`src/common/div_pkg.sv`:
```
// shared constants and carrier types of the integer divider
// Contract
// - divides signed or unsigned, chosen by a software configuration input.
// - takes 32-bit dividend and 32-bit divisor, each written separately.
// - delivers 32-bit quotient and 32-bit remainder, each readable separately.
// - sets a readable flag when the divisor used is zero.
// - sets a completion flag once quotient and remainder are valid.
// - every division finishes within a fixed eight-cycle latency; a new divisor write during a division abandons the running one.
// - divisor write starts division; software loads dividend first, mode is taken with the divisor write.
// - quotient or remainder read during a division waits until ready.
package div_pkg;

  // ****************************************
  // sizes and counts
  // ****************************************
  localparam int unsigned DATA_W = 32;
  localparam int unsigned LATENCY_CYC = 8;
  localparam int unsigned BITS_PER_CYC = DATA_W / LATENCY_CYC;
  localparam int unsigned CNT_W = 3;
  localparam logic [2:0] CNT_FIRST = 3'h0;
  localparam logic [2:0] CNT_LAST = 3'(LATENCY_CYC - 1);
  localparam logic [31:0] WORD_RESET = 32'h0000_0000;

  // ****************************************
  // types
  // ****************************************
  typedef enum logic [1:0] {
    ST_IDLE = 2'b00,
    ST_RUN = 2'b01
  } div_state_t;

  typedef enum logic {
    SEL_QUOT = 1'b0,
    SEL_REM = 1'b1
  } rd_sel_t;

  typedef struct packed {
    logic dividend_we;
    logic divisor_we;
    logic signed_mode;
    logic [31:0] data;
  } wr_req_t;

  typedef struct packed {
    logic req;
    rd_sel_t sel;
  } rd_req_t;

  typedef struct packed {
    logic busy;
    logic done;
    logic div_zero;
  } div_status_t;

endpackage : div_pkg

```
`src/hw_integer_divider.sv`:
```
// 32-bit signed/unsigned iterative integer divider
`timescale 1ns/1ps
`default_nettype none
module hw_integer_divider (
  input wire logic mclk,
  input wire logic reset,
  input wire div_pkg::wr_req_t wr,
  input wire div_pkg::rd_req_t rd,
  output div_pkg::div_status_t status,
  output logic rd_valid,
  output logic [31:0] rd_data
);

  // ****************************************
  // state
  // ****************************************
  div_pkg::div_state_t state_q, state_d;
  logic [2:0] cnt_q, cnt_d;
  logic [31:0] dividend_q, dividend_d;
  logic [31:0] acc_q, acc_d;
  logic [31:0] quo_q, quo_d;
  logic [31:0] dsr_q, dsr_d;
  logic neg_q_q, neg_q_d;
  logic neg_r_q, neg_r_d;
  logic [31:0] quot_res_q, quot_res_d;
  logic [31:0] rem_res_q, rem_res_d;
  logic busy_q, busy_d;
  logic done_q, done_d;
  logic dz_q, dz_d;
  logic rd_valid_q, rd_valid_d;
  logic [31:0] rd_data_q, rd_data_d;

  logic start;
  logic [31:0] op_a;
  logic [31:0] op_b;
  logic [31:0] rem_c [0:div_pkg::BITS_PER_CYC];
  logic [31:0] quo_c [0:div_pkg::BITS_PER_CYC];

  function automatic logic [31:0] mag(input logic [31:0] v, input logic s);
    mag = (s && v[31]) ? 32'(-v) : v;
  endfunction : mag

  assign start = wr.divisor_we;
  assign op_a = dividend_q;
  assign op_b = wr.data;

  // ****************************************
  // datapath: four steps per cycle
  // ****************************************
  assign rem_c[0] = acc_q;
  assign quo_c[0] = quo_q;
  for (genvar i = 0; i < div_pkg::BITS_PER_CYC; i++) begin : g_step
    div_step u_step (
      .rem_i(rem_c[i]),
      .quo_i(quo_c[i]),
      .dsr_i(dsr_q),
      .rem_o(rem_c[i+1]),
      .quo_o(quo_c[i+1])
    );
  end

  // ****************************************
  // sequencing
  // ****************************************
  always_comb begin
    state_d = state_q;
    cnt_d = cnt_q;
    dividend_d = dividend_q;
    acc_d = acc_q;
    quo_d = quo_q;
    dsr_d = dsr_q;
    neg_q_d = neg_q_q;
    neg_r_d = neg_r_q;
    quot_res_d = quot_res_q;
    rem_res_d = rem_res_q;
    busy_d = busy_q;
    done_d = done_q;
    dz_d = dz_q;
    if (wr.dividend_we && !start) begin
      dividend_d = wr.data;
    end
    if (start) begin
      state_d = div_pkg::ST_RUN;
      cnt_d = div_pkg::CNT_FIRST;
      busy_d = 1'b1;
      done_d = 1'b0;
      dz_d = (op_b == div_pkg::WORD_RESET);
      acc_d = div_pkg::WORD_RESET;
      quo_d = mag(op_a, wr.signed_mode);
      dsr_d = mag(op_b, wr.signed_mode);
      neg_q_d = wr.signed_mode && (op_a[31] ^ op_b[31]) && (|op_b);
      neg_r_d = wr.signed_mode && op_a[31];
    end else begin
      unique case (state_q)
        div_pkg::ST_IDLE: begin
        end
        div_pkg::ST_RUN: begin
          acc_d = rem_c[div_pkg::BITS_PER_CYC];
          quo_d = quo_c[div_pkg::BITS_PER_CYC];
          cnt_d = 3'(cnt_q + 3'h1);
          if (cnt_q == div_pkg::CNT_LAST) begin
            state_d = div_pkg::ST_IDLE;
            busy_d = 1'b0;
            done_d = 1'b1;
            quot_res_d = neg_q_q ? 32'(-quo_c[div_pkg::BITS_PER_CYC])
                                 : quo_c[div_pkg::BITS_PER_CYC];
            rem_res_d = neg_r_q ? 32'(-rem_c[div_pkg::BITS_PER_CYC])
                                : rem_c[div_pkg::BITS_PER_CYC];
          end
        end
        default: begin
          state_d = div_pkg::ST_IDLE;
          busy_d = 1'b0;
        end
      endcase
    end
  end

  always_ff @(posedge mclk) begin
    if (reset) begin
      state_q <= div_pkg::ST_IDLE;
      cnt_q <= div_pkg::CNT_FIRST;
      dividend_q <= div_pkg::WORD_RESET;
      acc_q <= div_pkg::WORD_RESET;
      quo_q <= div_pkg::WORD_RESET;
      dsr_q <= div_pkg::WORD_RESET;
      neg_q_q <= 1'b0;
      neg_r_q <= 1'b0;
      quot_res_q <= div_pkg::WORD_RESET;
      rem_res_q <= div_pkg::WORD_RESET;
      busy_q <= 1'b0;
      done_q <= 1'b0;
      dz_q <= 1'b0;
    end else begin
      state_q <= state_d;
      cnt_q <= cnt_d;
      dividend_q <= dividend_d;
      acc_q <= acc_d;
      quo_q <= quo_d;
      dsr_q <= dsr_d;
      neg_q_q <= neg_q_d;
      neg_r_q <= neg_r_d;
      quot_res_q <= quot_res_d;
      rem_res_q <= rem_res_d;
      busy_q <= busy_d;
      done_q <= done_d;
      dz_q <= dz_d;
    end
  end

  // ****************************************
  // result read port
  // ****************************************
  // a start in the same cycle also stalls, or stale data would escape
  always_comb begin
    rd_valid_d = 1'b0;
    rd_data_d = rd_data_q;
    if (rd.req && !rd_valid_q && !busy_q && !start) begin
      rd_valid_d = 1'b1;
      rd_data_d = (rd.sel == div_pkg::SEL_REM) ? rem_res_q : quot_res_q;
    end
  end

  always_ff @(posedge mclk) begin
    if (reset) begin
      rd_valid_q <= 1'b0;
      rd_data_q <= div_pkg::WORD_RESET;
    end else begin
      rd_valid_q <= rd_valid_d;
      rd_data_q <= rd_data_d;
    end
  end

  assign status = '{busy: busy_q, done: done_q, div_zero: dz_q};
  assign rd_valid = rd_valid_q;
  assign rd_data = rd_data_q;

  logic [31:0] chk_a_q, chk_b_q;
  logic chk_s_q;
  always_ff @(posedge mclk) begin
    if (reset) begin
      chk_a_q <= div_pkg::WORD_RESET;
      chk_b_q <= div_pkg::WORD_RESET;
      chk_s_q <= 1'b0;
    end else if (start) begin
      chk_a_q <= op_a;
      chk_b_q <= op_b;
      chk_s_q <= wr.signed_mode;
    end
  end
endmodule : hw_integer_divider
`default_nettype wire

```
`src/div_step.sv`:
```
// one restoring division step on magnitudes
`timescale 1ns/1ps
`default_nettype none
module div_step (
  input wire logic [31:0] rem_i,
  input wire logic [31:0] quo_i,
  input wire logic [31:0] dsr_i,
  output logic [31:0] rem_o,
  output logic [31:0] quo_o
);

  logic [32:0] part;
  logic [32:0] diff;
  logic take;

  always_comb begin
    part = {rem_i, quo_i[31]};
    diff = part - {1'b0, dsr_i};
    take = ~diff[32];
    rem_o = take ? diff[31:0] : part[31:0];
    quo_o = {quo_i[30:0], take};
  end

endmodule : div_step
`default_nettype wire

```
`config.mk`:
```
export PLATFORM = sky130hd
export DESIGN_NAME = hw_integer_divider
export DESIGN_NICKNAME = d
export VERILOG_FILES = /design/src/common/div_pkg.sv /design/src/hw_integer_divider.sv /design/src/div_step.sv
export SDC_FILE = /design/constraint.sdc
export NUM_CORES = 1
export LEC_CHECK = 0
export BUFFER_PORTS_ARGS = -buffer_cell sky130_fd_sc_hd__clkbuf_2
export CAP_MARGIN = 20
export CORE_UTILIZATION = 35
export CTS_CLUSTER_SIZE = 25
export DETAILED_ROUTE_END_ITERATION = 8
export GPL_TIMING_DRIVEN = 0
export PLACE_DENSITY = 0.47
export SLEW_MARGIN = 0
export SYNTH_ARGS = -nofsm -noshare
export SYNTH_HDL_FRONTEND = slang
export SYNTH_SLANG_ARGS = --single-unit
```
`constraint.sdc`:
```
create_clock -name mclk -period 19.29 [get_ports mclk]
set_clock_uncertainty 0.05 [all_clocks]
set_input_delay 4.8225 -clock mclk [delete_from_list [all_inputs] [get_ports mclk]]
set_output_delay 4.8225 -clock mclk [all_outputs]
set_load 0.02 [all_outputs]
```
* After elaboration in Yosys (flattened, before gate mapping) *
Index checks and enable logic that the tools add are counted.

cells by class
  add/sub/neg operators = 9
  bitwise logic cells = 7
  equal/unequal tests = 5
  reductions and logical operators = 20
  mux-type cells = 18

operators with widths
  kind                                                  number
  2-to-1 mux 32 bit                                     11
  subtractor 33 x 32 -> 33 bit                          4
  negation 32 bit                                       4
  logical NOT 32 bit                                    1
  OR reduction 32 bit                                   1
  logical AND 1 bit                                     8
  inverter 1 bit                                        6
  AND reduction 2 bit                                   3
  2-to-1 mux 1 bit                                      4
  inequality test 2 bit (second input constant)         2
  one-hot mux 2 bit (2 select lines)                    1
  adder 3 x 1 -> 3 bit (second input constant)          1
  equality test 3 bit (second input constant)           1
  logical NOT 1 bit                                     3
  inequality test 3 bit (second input constant)         1
  AND reduction 3 bit                                   1
  equality test 2 x 1 -> 1 bit (second input constant)  1
  logical NOT 2 bit                                     1
  2-to-1 mux 2 bit                                      1
  one-hot mux 1 bit (2 select lines)                    1
  nonzero test 2 bit                                    1
  OR reduction 2 bit                                    1
  XOR 1 bit                                             1

word-level totals
  logic and storage cells = 75
  register bits = 235
  input port bits = 39

* Logic depth before layout (Yosys ltp) *
  depth in word-level cells = 10
  mapped depth = 74
  gate-level depth less buffers = 59

* Cells and area by module *
Synthesis repeated with hierarchy kept, for this count alone.

unflattened totals
  cell total of the unflattened synthesis = 2693
  area total of the unflattened synthesis = 21727.1 sq um

modules (own cells, without submodules)
  module                           area each (sq um)  cells an instance  times used  seq. area each (sq um)
  hw_integer_divider               11434.7            1339               1           4664.5
  div_step (g_step[1].u_step ...)  2598.7             337                3           0.0
  div_step (g_step[0].u_step)      2496.1             343                1           0.0

* Worst setup path before layout *
OpenSTA, ideal clock, no wires.

  path kind = register -> register
  start = register dsr_q[1]
  end = register quot_res_q[28]
  library setup time = 0.071 ns
  clock period less this slack = 14.929 ns
  stages on the path, launching flop included = 67
  required time = 19.169 ns
  setup slack = 4.361 ns
  data arrival time = 14.808 ns
  buffers on the path = 13
  path through = dfxtp_1 > inv_1 > fa_1 > a21oi_1 > o211ai_1 > o21ai_2 > a211o_1 > mux2_4 > or2_1 > clkbuf_2 > clkbuf_1 > clkbuf_1 > clkbuf_1 > nand2_1 > nand2_1 > ha_1 > o211ai_1 > a21oi_1 > [31 not listed] > o21ai_0 > a41oi_1 > clkbuf_1 > inv_1 > nand4_1 > nand4_2 > inv_2 > buf_2 > buf_2 > ha_1 > nand3b_1 > or4_1 > or4_1 > o31a_1 > a21oi_1 > xnor2_1 > nand2_1 > a21oi_1

between the ends
  cells in the longest elaborated chain, start to end = 10
  elaborated cells between the ends (all ways) = 13
  those cells by class = 5 x add/sub; 4 x mux; 4 x bitwise

ends and longest elaborated chain
  what                          RTL line                   text
  from (decl)                   hw_integer_divider.sv:22   logic [31:0] dsr_q, dsr_d;
  from (signal assigned)        hw_integer_divider.sv:126  dsr_q <= div_pkg::WORD_RESET;
  from (signal assigned)        hw_integer_divider.sv:140  dsr_q <= dsr_d;
  subtractor 33 x 32 -> 33 bit  div_step.sv:18             diff = part - {1'b0, dsr_i};
  2-to-1 mux 32 bit             div_step.sv:20             rem_o = take ? diff[31:0] : part[31:0];
  subtractor 33 x 32 -> 33 bit  div_step.sv:18
  2-to-1 mux 32 bit             div_step.sv:20
  subtractor 33 x 32 -> 33 bit  div_step.sv:18
  2-to-1 mux 32 bit             div_step.sv:20
  subtractor 33 x 32 -> 33 bit  div_step.sv:18
  inverter 1 bit                div_step.sv:19             take = ~diff[32];
  negation 32 bit *             hw_integer_divider.sv:105  quot_res_d = neg_q_q ? 32'(-quo_c[div_pkg::BITS_PER_CYC])
  2-to-1 mux 32 bit *           hw_integer_divider.sv:105
  to (signal assigned)          hw_integer_divider.sv:129  quot_res_q <= div_pkg::WORD_RESET;
  to (signal assigned)          hw_integer_divider.sv:143  quot_res_q <= quot_res_d;
  to (decl)                     hw_integer_divider.sv:25   logic [31:0] quot_res_q, quot_res_d;

Every way passes the cells marked *; elsewhere a longest branch is shown, timed or not.
A chain may end at the register's enable or synchronous reset.

* Worst setup path after layout *
  start = register dsr_q[24]
  end = register quot_res_q[30]

The elaborated chain is that of the path after synthesis.

==> impl_metrics.py <==
metrics = {
    "status": {
        "outcome": "finished, final reports clean",
    },
    "route": {
        "wl_met3_um": 5670,
        "drt_iter0_drc": 1935,
        "routedWlPerCell_um": 25.4,
        "drcViolationCount": 0,
        "top_layer": "met4",
        "dr.pass1.iters": 6,
        "antenna_left": 0,
        "wl_met2_um": 42200,
        "via_per_inst": 5.88,
        "routed_wl_um": 93600,
        "met1_length_um": 42800,
        "num_vias": 21647,
    },
    "global_route": {
        "grt_pass1_wl_um": 135000,
        "overflow": 0,
        "antenna_found_initial": 0,
        "grt.total_usage_pct": 30.1,
        "grt_pass1_vias": 20412,
        "grt_max_degree": 20,
    },
    "clocking": {
        "cts_max_level": 1,
        "ctsRootBufferMaster": "clkbuf_16",
        "cts_tree": "built",
        "cts_made_buffers": 27,
        "path_clk_slew_ps": 60,
        "clock-sinks": 233,
        "cts_hold_buffers": 0,
        "cts_buffer_depth": 3,
        "worstSkewPairLatency_ps": 570,
    },
    "floorplan": {
        "fp.coreArea_sq_um": 59000,
        "die-area_sq_um": 60600,
        "io_pins": 75,
        "num_rows": 89,
        "chipWidth_um": 246,
        "initial_core_util_pct": 35.4,
        "die_h_um": 246,
    },
    "run": {
        "drv_cap": 0,
    },
    "yosys": {
        "synth_area_sq_um": 20900,
        "synth_async_sr_flop_share_pct": 0,
        "synth_cells": 2783,
        "syn_avg_cell_area_sq_um": 7.50,
        "synth_seq_area_share_pct": 22.3,
        "synth-seq-cells": 233,
        "synth.distinct_cells": 106,
        "synth_edf_count": 0,
        "synth_flop_cell": "dfxtp_1",
        "synth_warnings": 0,
        "syn_nets": 2960,
    },
    "finish": {
        "drive_gt1_share_pct": 8.60,
        "layout.nets": 3065,
        "final_util_pct": 39.5,
        "finalInstanceArea_sq_um": 23300,
        "syn2layout_area_growth_pct": 11.6,
    },
    "setup_path": {
        "r2r_cells": 66,
        "r2r_setup_slack_ps": 620,
        "cp_common_cell": "ha_1",
        "cpPeakStageDelay_ps": 600,
        "crit_family": "compound AO/OA/AOI/OAI gates",
        "end_kind": "register",
        "cp_max_fo": 14,
        "critPathKind": "reg -> reg",
        "worst-path-buf-inv": 18,
        "arrival_ps": 19000,
        "crit_required_ps": 19620,
        "timing.rr.end": "quot_res_q[30]",
        "slowest_stage": "or4_1",
        "reg2reg_from": "dsr_q[24]",
        "crit_path_start_kind": "register",
    },
    "timing": {
        "timing.fmax_mhz": 53.6,
        "tightest_slew_ps": 1120,
        "min_period_ps": 18670,
        "slew_violations": 0,
        "hold-worst-slack_ps": 396,
        "tns_ps": 0,
        "setup_viol": 0,
        "slew_headroom_pct": 23.3,
        "post-route-period-util_pct": 96.8,
        "finalHoldViolations": 0,
        "rsz0062_at_grt": "false",
    },
    "min_path": {
        "min_path_cells": 2,
        "hold_path_end": "quot_res_q[27]",
        "hold_start": "quot_res_q[27]",
        "min-delay-path-class": "reg -> reg",
    },
    "placement": {
        "hpwl_um": 78400,
        "gp_congestion": 0.993,
        "placed_area_sq_um": 22200,
        "io_buffers": 72,
    },
}
-- layout make-up --
| type | count | area, sq um |
|---|---|---|
| multi-input cells | 2299 | 15300 |
| inverters | 97 | 368 |
| clock buffers | 37 | 763 |
| diodes | 1 | 2.50 |
| flip-flops and latches | 233 | 4660 |
| clock inverters | 10 | 136 |
| repair buffers | 78 | 418 |
| plain buffers | 152 | 674 |
| fillers | 6281 | 35700 |
| well taps | 773 | 967 |
-- logic make-up (layout without fill, tap and decap cells) --
logic type	count (synthesis)	in the layout	synth area share, %
compound gates	854	854	27.5
xor+xnor	216	216	9.31
fa+ha+maj	138	138	8.41
buf+inv	251	374	4.83
flops	233	233	22.3
mux	127	127	6.28
other cells	0	1	0
simple gates	964	964	21.3
-- synth_stat cells (32+ instances only) --
master | count | area share (%)
o21ai_0 | 147 | 3.5
xor2_1 | 91 | 3.8
a211oi_1 | 177 | 6.4
nand3_1 | 56 | 1.3
nand2_1 | 332 | 6.0
ha_1 | 134 | 8.0
nor2_1 | 296 | 5.3
xnor2_1 | 121 | 5.1
nor3_1 | 49 | 1.2
a21o_1 | 44 | 1.6
clkbuf_1 | 111 | 2.0
nor2b_1 | 41 | 1.2
mux2i_1 | 101 | 4.8
or3_1 | 32 | 0.96
dfxtp_1 | 233 | 22
a21oi_1 | 207 | 5.0
o31ai_1 | 33 | 1.2
inv_1 | 93 | 1.7
-- how the worst max path moves through the flow --
stage,to,from,slack (ps),cells past startpoint
2_1_floorplan,quot_res_q[28],dsr_q[1],4360,66
3_3_place_gp,quot_res_q[26],dsr_q[25],-3810,64
3_5_place_dp,quot_res_q[26],dsr_q[25],-3640,64
4_1_cts,quot_res_q[26],dsr_q[1],40,66
5_1_grt,quot_res_q[30],dsr_q[1],7,66
6_report,quot_res_q[30],dsr_q[24],620,66
-- per-stage QoR --
stage               std cells  setup slack, ps
finish                   3680              621
global route             3679             6.67
CTS                      3676             35.6
detailed placement       3628            -3640
global placement         3628            -3810
floorplan                2783             4360
-- layout by cell type, fill, tap and decap left out, types with 23 or more instances in the layout --
| master | Yosys | final |
|---|---|---|
| a211oi_1 | 177 | 177 |
| a21o_1 | 44 | 44 |
| a21oi_1 | 207 | 206 |
| a31oi_1 | 24 | 23 |
| clkbuf_1 | 111 | 106 |
| clkbuf_16 | 0 | 27 |
| clkbuf_2 | 1 | 77 |
| dfxtp_1 | 233 | 233 |
| ha_1 | 134 | 134 |
| inv_1 | 93 | 93 |
| mux2_2 | 24 | 24 |
| mux2i_1 | 101 | 100 |
| nand2_1 | 332 | 332 |
| nand2b_1 | 29 | 29 |
| nand3_1 | 56 | 56 |
| nor2_1 | 296 | 294 |
| nor2b_1 | 41 | 41 |
| nor3_1 | 49 | 49 |
| o21a_1 | 29 | 28 |
| o21ai_0 | 147 | 145 |
| o31ai_1 | 33 | 31 |
| or3_1 | 32 | 32 |
| xnor2_1 | 121 | 121 |
| xor2_1 | 91 | 90 |
-- repair_timing --
item | in CTS | in global routing
resized for setup | 23 | 20
setup endpoints to repair | 97 | 23
pin swaps | 2 | 2
setup buffers | 3 | 3
cloned | 0 | 0
-- sequential cells by signal (all words and copies together), names as in the netlist --
register    cells
neg_q_q         1
rem_res_q      32
quot_res_q     32
acc_q          32
cnt_q           3
quo_q          32
dsr_q          32
neg_r_q         1
dz_q            1
rd_valid        1
rd_data        32
done_q          1
state_q         1
dividend_q     32
-- worst register-to-register path, delay by kind of cell (launching register included) --
family	cells	cell delay [ps]
AOI/OAI and AO/OA	25	6580
buffers and inverters	18	4740
and+or+nand+nor	15	3960
adders and majority gates	5	1690
xor gates and xnor gates	2	640
DFF	1	470
muxes	1	400
-- routing by layer --
metal / up-vias / GRT usage (%)
met5: - / 0
met4: 0 / 8.71
met3: 116 / 3.81
met2: 722 / 48.8
met1: 10455 / 41.5
li1: 10354 / -
Power is not shown: default switching activity piles up to over one toggle a cycle in this logic, so the estimate is an artifact.
